File: src/design/tmrx_pkg.sv
// Constants for the timer 0/1 and external interrupt flag block
package tmrx_pkg;
    // Register offsets on the special function register port
    localparam logic [7:0] ADDR_TIMER_AND_IRQ_CONTROL = 8'h88;
    localparam logic [7:0] ADDR_TIMER_MODE_CONTROL = 8'h89;
    localparam logic [7:0] ADDR_TIMER0_LOW = 8'h8A;
    localparam logic [7:0] ADDR_TIMER1_LOW = 8'h8B;
    localparam logic [7:0] ADDR_TIMER0_HIGH = 8'h8C;
    localparam logic [7:0] ADDR_TIMER1_HIGH = 8'h8D;
    localparam logic [7:0] ADDR_COUNT_RATE = 8'hA0;
    localparam logic [7:0] ADDR_INT_STATUS = 8'hA1;
    localparam logic [7:0] ADDR_INT_MASK = 8'hA2;

    // Bit positions in timer_and_irq_control
    localparam int TC_TIMER1_OVERFLOW_FLAG = 7;
    localparam int TC_TIMER1_RUN = 6;
    localparam int TC_TIMER0_OVERFLOW_FLAG = 5;
    localparam int TC_TIMER0_RUN = 4;
    localparam int TC_EXT_IRQ_B_FLAG = 3;
    localparam int TC_EXT_IRQ_B_TYPE = 2;
    localparam int TC_EXT_IRQ_A_FLAG = 1;
    localparam int TC_EXT_IRQ_A_TYPE = 0;

    // Field positions in timer_mode_control, per timer nibble
    localparam int TM_NIBBLE = 4;
    localparam int TM_GATE = 3;
    localparam int TM_COUNTER_SEL = 2;
    localparam int TM_MODE_LSB = 0;

    // Event positions in status, mask and request vectors
    localparam int EV_TIMER0 = 0;
    localparam int EV_EXT_A = 1;
    localparam int EV_TIMER1 = 2;
    localparam int EV_EXT_B = 3;
    localparam int EV_COUNT = 4;

    // Reset values
    localparam logic [7:0] RST_CONTROL = 8'h00;
    localparam logic [7:0] RST_MODE = 8'h00;
    localparam logic [7:0] RST_COUNT = 8'h00;
    localparam logic RST_RATE_FAST = 1'b0;

    // Cycles per count tick in timer mode
    localparam logic [3:0] DIV_FAST = 4'h4;
    localparam logic [3:0] DIV_LEGACY = 4'hC;

    // Timer operating modes
    typedef enum logic [1:0] {
        TMRX_MODE_13BIT = 2'h0,
        TMRX_MODE_16BIT = 2'h1,
        TMRX_MODE_RELOAD8 = 2'h2,
        TMRX_MODE_SPLIT8 = 2'h3
    } tmrx_mode_e;
endpackage

File: src/design/tmrx_timer01.sv
// Timer/counter 0 and 1 with external interrupt A/B flag logic
// Functional notes
// RULE_01 - Tick every 4 or 12 clocks, selectable
// RULE_02 - Two 16-bit count registers, classic behaviour
// RULE_03 - Timer 1 overflow sets its flag
// RULE_04 - Timer 1 flag: vector clears, software writes
// RULE_05 - Timer 0 overflow sets its flag
// RULE_06 - Timer 0 flag: vector clears, software writes
// RULE_07 - Run bit starts and stops each timer
// RULE_08 - Pin B condition sets external flag B
// RULE_09 - Pin A condition sets external flag A
// RULE_10 - Vector clears edge flags; level follows pin
// RULE_11 - Type bit picks falling edge or low level
// RULE_12 - Gate set: count only while pin high
// RULE_13 - Gate clear: run bit alone enables counting
// RULE_14 - Counter select: count falling count pin edges
// RULE_15 - Count and interrupt pins on port 3
// RULE_16 - Type one is edge, zero is level
// RULE_17 - Four modes: 13, 16, reload 8, split
// RULE_18 - Flags request interrupts; acknowledge clears them (code: level-mode external flags follow the pin, acknowledge leaves them)
`timescale 1ns/100ps
module tmrx_timer01
    import tmrx_pkg::*;
(
    input wire logic core_clk,
    input wire logic reset_n,
    input wire logic [7:0] reg_addr,
    input wire logic [7:0] reg_wdata,
    input wire logic reg_write,
    input wire logic reg_read,
    output logic [7:0] reg_rdata,
    input wire logic timer0_count_pin,
    input wire logic timer1_count_pin,
    input wire logic external_irq_a_pin,
    input wire logic external_irq_b_pin,
    input wire logic [EV_COUNT-1:0] vector_ack,
    output logic [EV_COUNT-1:0] irq_req,
    output logic irq
);
    // Whole block state
    typedef struct packed {
        logic [7:0] control;
        logic [7:0] mode;
        logic [7:0] tl0;
        logic [7:0] th0;
        logic [7:0] tl1;
        logic [7:0] th1;
        logic rate_fast;
        logic [3:0] presc;
        logic [3:0] pin_prev;
        logic [EV_COUNT-1:0] status;
        logic [EV_COUNT-1:0] mask;
        logic [7:0] rdata;
    } tmrx_state_s;

    tmrx_state_s state_reg;
    tmrx_state_s state_next;

    // Elaboration checks on the shared constants
    if (DIV_FAST == 4'h0 || DIV_LEGACY == 4'h0) begin : g_div_zero
        $error("count rate divider of zero");
    end
    if (DIV_FAST >= DIV_LEGACY) begin : g_div_order
        $error("fast count rate not faster than legacy rate");
    end
    if (EV_COUNT > 8) begin : g_ev_wide
        $error("event vector wider than a register byte");
    end
    if (EV_TIMER0 >= EV_COUNT || EV_TIMER1 >= EV_COUNT ||
        EV_EXT_A >= EV_COUNT || EV_EXT_B >= EV_COUNT) begin : g_ev_pos
        $error("event position outside the event vector");
    end
    if (TM_NIBBLE + TM_GATE > 7 ||
        TM_NIBBLE + TM_MODE_LSB + 1 > 7) begin : g_mode_field
        $error("mode field outside the mode register");
    end
    if (TC_TIMER1_OVERFLOW_FLAG > 7 || TC_EXT_IRQ_B_FLAG > 7) begin : g_ctl
        $error("control field outside the control register");
    end
    if (ADDR_TIMER_AND_IRQ_CONTROL == ADDR_TIMER_MODE_CONTROL) begin : g_addr
        $error("control and mode registers share an address");
    end

    // One count step for a given mode: {overflow, th, tl}
    function automatic logic [16:0] tmrx_step(input logic [1:0] md,
                                              input logic [7:0] tl,
                                              input logic [7:0] th);
        logic [16:0] res;
        logic [15:0] sum;
        res = {1'b0, th, tl};
        sum = 16'h0000;
        unique case (tmrx_mode_e'(md))
            TMRX_MODE_13BIT: begin
                if (tl[4:0] == 5'h1F) begin
                    res = {(th == 8'hFF), th + 8'h01, tl[7:5], 5'h00};
                end else begin
                    res = {1'b0, th, tl[7:5], tl[4:0] + 5'h01};
                end
            end
            TMRX_MODE_16BIT: begin
                sum = {th, tl} + 16'h0001;
                res = {({th, tl} == 16'hFFFF), sum};
            end
            TMRX_MODE_RELOAD8: begin
                if (tl == 8'hFF) begin
                    res = {1'b1, th, th};
                end else begin
                    res = {1'b0, th, tl + 8'h01};
                end
            end
            TMRX_MODE_SPLIT8: begin
                res = {(tl == 8'hFF), th, tl + 8'h01};
            end
        endcase
        return res;
    endfunction

    // Next external flag: edge mode sticks until vectored, level follows
    function automatic logic tmrx_ext_next(input logic edge_mode,
                                           input logic flag,
                                           input logic hit,
                                           input logic ack_ok);
        logic res;
        res = flag;
        if (edge_mode) begin
            if (ack_ok) begin
                res = 1'b0; // RULE_10
            end
            if (hit) begin
                res = 1'b1;
            end
        end else begin
            res = hit; // RULE_10
        end
        return res;
    endfunction

    // Widen an event vector to a register byte
    function automatic logic [7:0] tmrx_pad(input logic [EV_COUNT-1:0] v);
        logic [7:0] res;
        res = 8'h00;
        res[EV_COUNT-1:0] = v;
        return res;
    endfunction

    // Pin vector in pin_prev order: t0, t1, int A, int B
    logic [3:0] pins;
    assign pins = {external_irq_b_pin, external_irq_a_pin,
                   timer1_count_pin, timer0_count_pin}; // RULE_15

    // Combinational next state
    always_comb begin
        // Tick and pin edges
        logic tick;
        logic [3:0] falls;
        logic [3:0] div;

        // Timer enables
        logic [1:0] md0;
        logic [1:0] md1;
        logic run0;
        logic run1;
        logic en0;
        logic en1;
        logic en_th0;

        // Count results
        logic ovf0;
        logic ovf1;
        logic [16:0] st0;
        logic [16:0] st1;
        logic [7:0] th0_inc;

        // Flag sets and write decode
        logic set_tf0;
        logic set_tf1;
        logic set_ea;
        logic set_eb;
        logic wr_ctl;

        // Status events and write-one clears
        logic [EV_COUNT-1:0] events;
        logic [EV_COUNT-1:0] w1c;

        state_next = state_reg;
        tick = 1'b0;
        falls = state_reg.pin_prev & ~pins;
        md0 = state_reg.mode[TM_MODE_LSB +: 2];
        md1 = state_reg.mode[TM_NIBBLE + TM_MODE_LSB +: 2];
        wr_ctl = reg_write && (reg_addr == ADDR_TIMER_AND_IRQ_CONTROL);
        th0_inc = state_reg.th0 + 8'h01;
        events = '0;
        w1c = '0;

        // Defaults for the working values
        div = DIV_LEGACY;
        run0 = 1'b0;
        run1 = 1'b0;
        en0 = 1'b0;
        en1 = 1'b0;
        en_th0 = 1'b0;
        ovf0 = 1'b0;
        ovf1 = 1'b0;
        st0 = '0;
        st1 = '0;
        set_tf0 = 1'b0;
        set_tf1 = 1'b0;
        set_ea = 1'b0;
        set_eb = 1'b0;

        // Prescaler: one tick every 4 or 12 clocks
        div = state_reg.rate_fast ? DIV_FAST : DIV_LEGACY; // RULE_01
        if (state_reg.presc >= div - 4'h1) begin
            state_next.presc = 4'h0;
            tick = 1'b1; // RULE_01
        end else begin
            state_next.presc = state_reg.presc + 4'h1;
        end
        state_next.pin_prev = pins;

        // Run and gate; gate needs the interrupt pin high
        run0 = state_reg.control[TC_TIMER0_RUN] && // RULE_07
               (!state_reg.mode[TM_GATE] || external_irq_a_pin); // RULE_12
        run1 = state_reg.control[TC_TIMER1_RUN] && // RULE_07
               (!state_reg.mode[TM_NIBBLE + TM_GATE] || // RULE_13
                external_irq_b_pin); // RULE_12
        // Source: internal tick or falling count pin edge
        en0 = run0 && (state_reg.mode[TM_COUNTER_SEL] ? falls[0]
                                                      : tick); // RULE_14
        en1 = run1 && (state_reg.mode[TM_NIBBLE + TM_COUNTER_SEL] ?
                       falls[1] : tick); // RULE_14
        // Split mode: high byte of timer 0 runs off timer 1 run bit
        en_th0 = (tmrx_mode_e'(md0) == TMRX_MODE_SPLIT8) &&
                 state_reg.control[TC_TIMER1_RUN] && tick; // RULE_17
        // Timer 1 in split mode simply holds
        if (tmrx_mode_e'(md1) == TMRX_MODE_SPLIT8) begin
            en1 = 1'b0; // RULE_17
        end

        // Count steps
        st0 = tmrx_step(md0, state_reg.tl0, state_reg.th0); // RULE_17
        st1 = tmrx_step(md1, state_reg.tl1, state_reg.th1); // RULE_02
        ovf0 = en0 && st0[16];
        ovf1 = en1 && st1[16];
        if (en0) begin
            state_next.th0 = st0[15:8];
            state_next.tl0 = st0[7:0];
        end
        if (en_th0) begin
            state_next.th0 = th0_inc;
        end
        if (en1) begin
            state_next.th1 = st1[15:8];
            state_next.tl1 = st1[7:0];
        end
        set_tf0 = ovf0; // RULE_05
        if (tmrx_mode_e'(md0) == TMRX_MODE_SPLIT8) begin
            set_tf1 = en_th0 && (state_reg.th0 == 8'hFF);
        end else begin
            set_tf1 = ovf1; // RULE_03
        end

        // External conditions: type 1 falling edge, type 0 low level
        set_ea = state_reg.control[TC_EXT_IRQ_A_TYPE] ? falls[2]
                                                      : !pins[2]; // RULE_16
        set_eb = state_reg.control[TC_EXT_IRQ_B_TYPE] ? falls[3]
                                                      : !pins[3]; // RULE_11

        // Software writes to control come first
        if (wr_ctl) begin
            state_next.control = reg_wdata; // RULE_07
        end

        // Timer flags: set beats any clear
        if (!wr_ctl && vector_ack[EV_TIMER0]) begin
            state_next.control[TC_TIMER0_OVERFLOW_FLAG] = 1'b0; // RULE_06
        end
        if (set_tf0) begin
            state_next.control[TC_TIMER0_OVERFLOW_FLAG] = 1'b1; // RULE_05
        end
        if (!wr_ctl && vector_ack[EV_TIMER1]) begin
            state_next.control[TC_TIMER1_OVERFLOW_FLAG] = 1'b0; // RULE_04
        end
        if (set_tf1) begin
            state_next.control[TC_TIMER1_OVERFLOW_FLAG] = 1'b1; // RULE_03
        end

        // External flag A: edge mode clears on vector, level follows pin
        state_next.control[TC_EXT_IRQ_A_FLAG] = tmrx_ext_next(
            state_reg.control[TC_EXT_IRQ_A_TYPE],
            state_next.control[TC_EXT_IRQ_A_FLAG], set_ea,
            !wr_ctl && vector_ack[EV_EXT_A]); // RULE_09
        // External flag B, same scheme
        state_next.control[TC_EXT_IRQ_B_FLAG] = tmrx_ext_next(
            state_reg.control[TC_EXT_IRQ_B_TYPE],
            state_next.control[TC_EXT_IRQ_B_FLAG], set_eb,
            !wr_ctl && vector_ack[EV_EXT_B]); // RULE_08

        // Register writes other than control; write beats counting
        if (reg_write) begin
            unique case (reg_addr)
                ADDR_TIMER_MODE_CONTROL: state_next.mode = reg_wdata;
                ADDR_TIMER0_LOW: state_next.tl0 = reg_wdata;
                ADDR_TIMER0_HIGH: state_next.th0 = reg_wdata;
                ADDR_TIMER1_LOW: state_next.tl1 = reg_wdata;
                ADDR_TIMER1_HIGH: state_next.th1 = reg_wdata;
                ADDR_COUNT_RATE: state_next.rate_fast = reg_wdata[0];
                ADDR_INT_STATUS: w1c = reg_wdata[EV_COUNT-1:0];
                ADDR_INT_MASK: state_next.mask = reg_wdata[EV_COUNT-1:0];
                default: ;
            endcase
        end

        // Sticky status: hardware set beats write-one clear
        events[EV_TIMER0] = set_tf0;
        events[EV_TIMER1] = set_tf1;
        events[EV_EXT_A] = state_next.control[TC_EXT_IRQ_A_FLAG] &&
                           !state_reg.control[TC_EXT_IRQ_A_FLAG];
        events[EV_EXT_B] = state_next.control[TC_EXT_IRQ_B_FLAG] &&
                           !state_reg.control[TC_EXT_IRQ_B_FLAG];
        state_next.status = (state_reg.status & ~w1c) | events;

        // Read data, valid only in the cycle after the strobe
        state_next.rdata = 8'h00;
        if (reg_read) begin
            unique case (reg_addr)
                ADDR_TIMER_AND_IRQ_CONTROL: state_next.rdata =
                    state_reg.control;
                ADDR_TIMER_MODE_CONTROL: state_next.rdata = state_reg.mode;
                ADDR_TIMER0_LOW: state_next.rdata = state_reg.tl0;
                ADDR_TIMER0_HIGH: state_next.rdata = state_reg.th0;
                ADDR_TIMER1_LOW: state_next.rdata = state_reg.tl1;
                ADDR_TIMER1_HIGH: state_next.rdata = state_reg.th1;
                ADDR_COUNT_RATE: state_next.rdata =
                    {7'h00, state_reg.rate_fast};
                ADDR_INT_STATUS: state_next.rdata =
                    tmrx_pad(state_reg.status);
                ADDR_INT_MASK: state_next.rdata =
                    tmrx_pad(state_reg.mask);
                default: state_next.rdata = 8'h00;
            endcase
        end
    end

    // State register
    always_ff @(posedge core_clk or negedge reset_n) begin
        if (!reset_n) begin
            state_reg.control <= RST_CONTROL;
            state_reg.mode <= RST_MODE;
            state_reg.tl0 <= RST_COUNT;
            state_reg.th0 <= RST_COUNT;
            state_reg.tl1 <= RST_COUNT;
            state_reg.th1 <= RST_COUNT;
            state_reg.rate_fast <= RST_RATE_FAST;
            state_reg.presc <= 4'h0;
            state_reg.pin_prev <= 4'hF;
            state_reg.status <= '0;
            state_reg.mask <= '0;
            state_reg.rdata <= 8'h00;
        end else begin
            state_reg <= state_next;
        end
    end

    // Outputs: per-source requests and masked summary interrupt
    assign reg_rdata = state_reg.rdata;
    assign irq_req[EV_TIMER0] =
        state_reg.control[TC_TIMER0_OVERFLOW_FLAG]; // RULE_18
    assign irq_req[EV_TIMER1] = state_reg.control[TC_TIMER1_OVERFLOW_FLAG];
    assign irq_req[EV_EXT_A] = state_reg.control[TC_EXT_IRQ_A_FLAG];
    assign irq_req[EV_EXT_B] = state_reg.control[TC_EXT_IRQ_B_FLAG];
    // Summary interrupt: any unmasked sticky status bit
    assign irq = |(state_reg.status & state_reg.mask);
endmodule // tmrx_timer01

File: config.mk
export PLATFORM = sky130hd
export DESIGN_NAME = tmrx_timer01
export DESIGN_NICKNAME = d
export VERILOG_FILES = /design/src/design/tmrx_pkg.sv /design/src/design/tmrx_timer01.sv
export SDC_FILE = /design/constraint.sdc
export NUM_CORES = 1
export LEC_CHECK = 0
export ABC_AREA = 1
export ABC_CLOCK_PERIOD_IN_PS = 5500
export BUFFER_PORTS_ARGS = -buffer_cell sky130_fd_sc_hd__buf_2
export CAP_MARGIN = 10
export CELL_PAD_IN_SITES_DETAIL_PLACEMENT = 1
export CELL_PAD_IN_SITES_GLOBAL_PLACEMENT = 2
export CORE_ASPECT_RATIO = 0.9
export CORE_MARGIN = 2
export CORE_UTILIZATION = 38
export CTS_BUF_LIST = sky130_fd_sc_hd__clkbuf_2
export CTS_CLUSTER_DIAMETER = 30
export DETAILED_ROUTE_END_ITERATION = 12
export GPL_ROUTABILITY_DRIVEN = 0
export PLACE_DENSITY = 0.95
export SLEW_MARGIN = 20
export SYNTH_ARGS = -nofsm -noshare
export SYNTH_HDL_FRONTEND = slang
export SYNTH_SLANG_ARGS = --single-unit
export TNS_END_PERCENT = 10
File: constraint.sdc
create_clock -name core_clk -period 5.5 [get_ports core_clk]
set_input_delay 1.1 -clock core_clk [delete_from_list [all_inputs] [get_ports core_clk]]
set_output_delay 1.1 -clock core_clk [all_outputs]
set_load 0.02 [all_outputs]
# == Word-level counts from Yosys, hierarchy flattened ==
# Index checks and enable logic that the tools add are counted.
# word_totals
ff_bits,73
inputBits,28
output_inout_bits,13
wordCells,127
# op_classes
addsub,10
magnitude_cmp,1
eq_ne,23
mux,39
bitwise_logic,6
n_reduce_logical,33
# op_table
operator,n
one-hot mux 17 bit (4 select lines),2
"equality test 8 bit, second input constant",13
one-hot mux 8 bit (9 select lines),1
2-to-1 mux 17 bit,4
2-to-1 mux 8 bit,7
2-to-1 mux 33 bit,1
"adder 16 x 1 -> 16 bit, second input constant",2
"adder 8 x 1 -> 8 bit, second input constant",4
"equality test 16 bit, second input constant",2
2-to-1 mux 16 bit,2
2-to-1 mux 1 bit,18
logical AND 1 bit,16
2-to-1 mux 4 bit,4
AND 4 bit,3
"adder 5 x 1 -> 5 bit, second input constant",2
"equality test 5 bit, second input constant",2
"equality test 2 bit, second input constant",4
NOT 4 bit,2
logical NOT 1 bit,7
AND reduction 2 bit,3
nonzero test 3 bit,2
"adder 4 x 1 -> 4 bit, second input constant",1
"equality test 2 x 1 -> 1 bit, second input constant",2
>= comparator 4 bit,1
5 further kinds,7

# == Longest topological paths before layout ==
# logic_depth
ltp_word,10
ltp_mapped,15

# == Least setup slack after synthesis ==
# No wires, ideal clock.
# synth_timing
path_kind,input port to flip-flop
start,input port reg_addr[7]
end,register state_reg[25] in the netlist's numbering
setup_time_ns,0.119
arrival_time_ns,2.034
slack_ns,3.347
cell_stages,9
n_path_buf,0
cell_sequence,inv_1 nor2_4 nand3_2 inv_4 nand3_2 nor2_2 inv_1 o22ai_1 inv_1
# synth_rtl
item,line,text
from (decl),tmrx_timer01.sv:27,"input wire logic [7:0] reg_addr,"
to (signal assigned),tmrx_timer01.sv:361,state_reg <= state_next;
to (decl),tmrx_timer01.sv:56,tmrx_state_s state_reg;

# == Worst setup path after layout ==
# layout_timing
start,register state_reg[14] in the netlist's numbering
end,output port irq
# layout_between
elab_chain_cells,2
# layout_lines
item,line,text
AND 4 bit,tmrx_timer01.sv:373,assign irq = |(state_reg.status & state_reg.mask);
OR reduction 4 bit,tmrx_timer01.sv:373,
to (decl),tmrx_timer01.sv:38,output logic irq
# No other way between the ends.

==> qor.yml <==
status: "finished, final reports clean"
grt_pass1_wl_mm: 30.4
skew_ps: 20.9
hold_class: "flip-flop to flip-flop"
drtPass1Iterations: 6
die_w_um: 130
hold_depth: 1
maxSlewHeadroom_pct: 37.1
post_cts.repair.setup_buffers: 0
rows: 41
critPathRequiredTime_ps: 4400
cts-resized-gates: 0
coreArea_um2: 14000
synthFlopType: "dfrtp_1"
switching_share_pct: 40.0
clockPowerShare_pct: 23.9
worstMarginPinSlew_ps: 943
cts_made_buffers: 9
synthTopCellsByArea: "dfrtp_1 (32%), nand2_1 (13%), inv_1 (6.5%)"
tritoncts: "built"
critPathLaunchType: "flip-flop"
clock_path_buffers: 2
combPwrFrac_pct: 29.0
synthAdderAreaFrac_pct: 2.07
synth_top_family_by_area: "simple AND/OR/NAND/NOR gates"
viasPerCell: 5.56
cts_root_buf: "clkbuf_2"
synth_top_area_cell: "dfrtp_1"
antenna_found_initial: 0
final_hold_viol_count: 0
async_flop_share_pct: 100
start_util_pct: 38.9
ios: 41
vias: 5579
synth-xor-area-share_pct: 1.93
synthDistinctLibCells: 42
postSynthNetCount: 820
r2r_slack_ps: 3110
post-route-min-period_ps: 2590
power_frac_seq_pct: 47.1
synth-simple-area-share_pct: 34.1
yosys_warnings: 0
fin_crit_sh_pct: 47.0
crit_type: "flip-flop to primary output"
dieArea_um2: 15300
fmax_mhz: 387
synthMuxAreaShare_pct: 0.207
grt_max_degree: 74
cap_violations: 0
placedCellCount: 987
synth_compound_area_share_pct: 16.5
p_leak_nw: 2.88
rsz0062_at_grt: "false"
h-tree-depth: 3
grt_pass1_vias: 5500
finalSetupViolations: 0
netlist_area_um2: 5450
wl_per_cell_um: 19.3
path_clk_slew_ps: 220
yosys-top-cells-count: "nand2_1 (191), inv_1 (94), nor2_1 (83)"
ant_nets: 0
yosys.cell_count.top_type: "nand2_1"
min_from: "state_reg[20]"
port_buffers: 40
clk_latency_ps: 590
drt-total-wl_mm: 19.3
syn_avg_cell_area_um2: 6.96
drc: 0
largest_reg_flops: 61
syn2layout_area_growth_pct: 6.63
synth_edf_count: 0
die_y_um: 118
drive_above_1_share_pct: 15.6
min_to: "state_reg[20]"
cts.sink_count: 73
dp_hpwl_mm: 15.3
critPathArrivalTime_ps: 1490
drtIter0Drc: 370
crit_path_end_kind: "primary output"
grtUsageTotal_pct: 26.0
worstRegToRegCells: 14
rr_endpoint: "state_reg[43]"
r2r-start: "state_reg[49]"
finalNonFillerCells: 1003
drv_slew: 0
peakVddDrop_v: 0.0000979
synth_top_cell_area_share_pct: 31.7
ys_seq_area_share_pct: 33.6
power.density_nw_per_um2: 258
finalNetCount: 842
holdBufCountCts: 0
p_int_uw: 901
cp_max_fo: 2
grt_overflow: 0
synthesis.instances: 783
diodes: 0
switchingPower_uw: 601
synth-seq-cells: 73
final.setup.tns_ps: 0
[cell families (layout without fill, tap and decap cells)]
group,Yosys count,count (layout)
adders and majority gates,9,9
muxes,1,1
buffers and inverters,139,166
AOI/OAI and AO/OA,155,155
and+or+nand+nor,394,394
DFF,73,73
xor gates and xnor gates,12,12
[layer usage]
layer | GRT usage, % | vias up | wire, µm
li1 | - | 2588 | -
met1 | 36.7 | 2768 | 8920
met2 | 39.7 | 186 | 8740
met3 | 6.09 | 37 | 1310
met4 | 6.99 | 0 | 359
met5 | 0 | - | 0
[worst max path at each step]
stage	start	endpoint	slack [ps]	cells after the start
global placement	reg_addr[6]	state_reg[51]	2850	9
global route	state_reg[10]	irq	2800	3
finish	state_reg[14]	irq	2910	3
detailed placement	reg_addr[6]	state_reg[52]	2720	9
floorplan	reg_addr[7]	state_reg[25]	3350	9
CTS	state_reg[14]	irq	2910	3
[critical path, stage by stage (launching register included)]
cell and delay, ps:
dfrtp_1 440, inv_1 90, o2111ai_1 190, buf_2 200
[per-stage QoR]
stage | instance area (µm²) | utilization [%] | hold slack [ps] | setup slack (ps) | power (mW)
2_1_floorplan | 5450 | - | 433 | 3350 | 0.995
3_3_place_gp | 5680 | 40.6 | 444 | 2850 | 1.12
3_5_place_dp | 5680 | 40.6 | 471 | 2720 | 1.15
4_1_cts | 5810 | 41.5 | 497 | 2910 | 1.51
5_1_grt | 5810 | 41.5 | 505 | 2800 | 1.60
6_report | 5810 | 41.5 | 489 | 2910 | 1.50
[power groups by stage]
stage / Clock, mW / Combinational, mW / Sequential, mW
after global placement: 0 / 0.411 / 0.710
after CTS: 0.367 / 0.435 / 0.706
final: 0.358 / 0.435 / 0.708
after detailed placement: 0 / 0.432 / 0.716
after floorplan: 0 / 0.331 / 0.664
after global routing: 0.392 / 0.489 / 0.719
[cells in the final DEF (no fill, tap or decap), types with 5 or more instances in the layout]
cell,instances
a21oi_1,60
a22oi_1,7
buf_2,39
clkbuf_2,10
dfrtp_1,69
ha_1,9
inv_1,94
inv_2,14
nand2_1,191
nand2_2,7
nand3_1,63
nand3_2,5
nand4_1,12
nor2_1,83
nor2_2,7
nor2_4,7
nor3_2,5
o211ai_1,7
o21ai_0,48
o21ai_1,9
o22ai_1,9
xnor2_1,5
xor2_1,7
[cell type report]
type / count / area, µm²
multi-input cells: 571 / 2990
clock inverters: 6 / 82.6
inverters: 110 / 418
repair buffers: 40 / 203
fillers: 1882 / 8190
well taps: 193 / 241
flip-flops and latches: 73 / 1830
clock buffers: 10 / 50.0
Note: power is estimated with default switching activity, not from simulation.
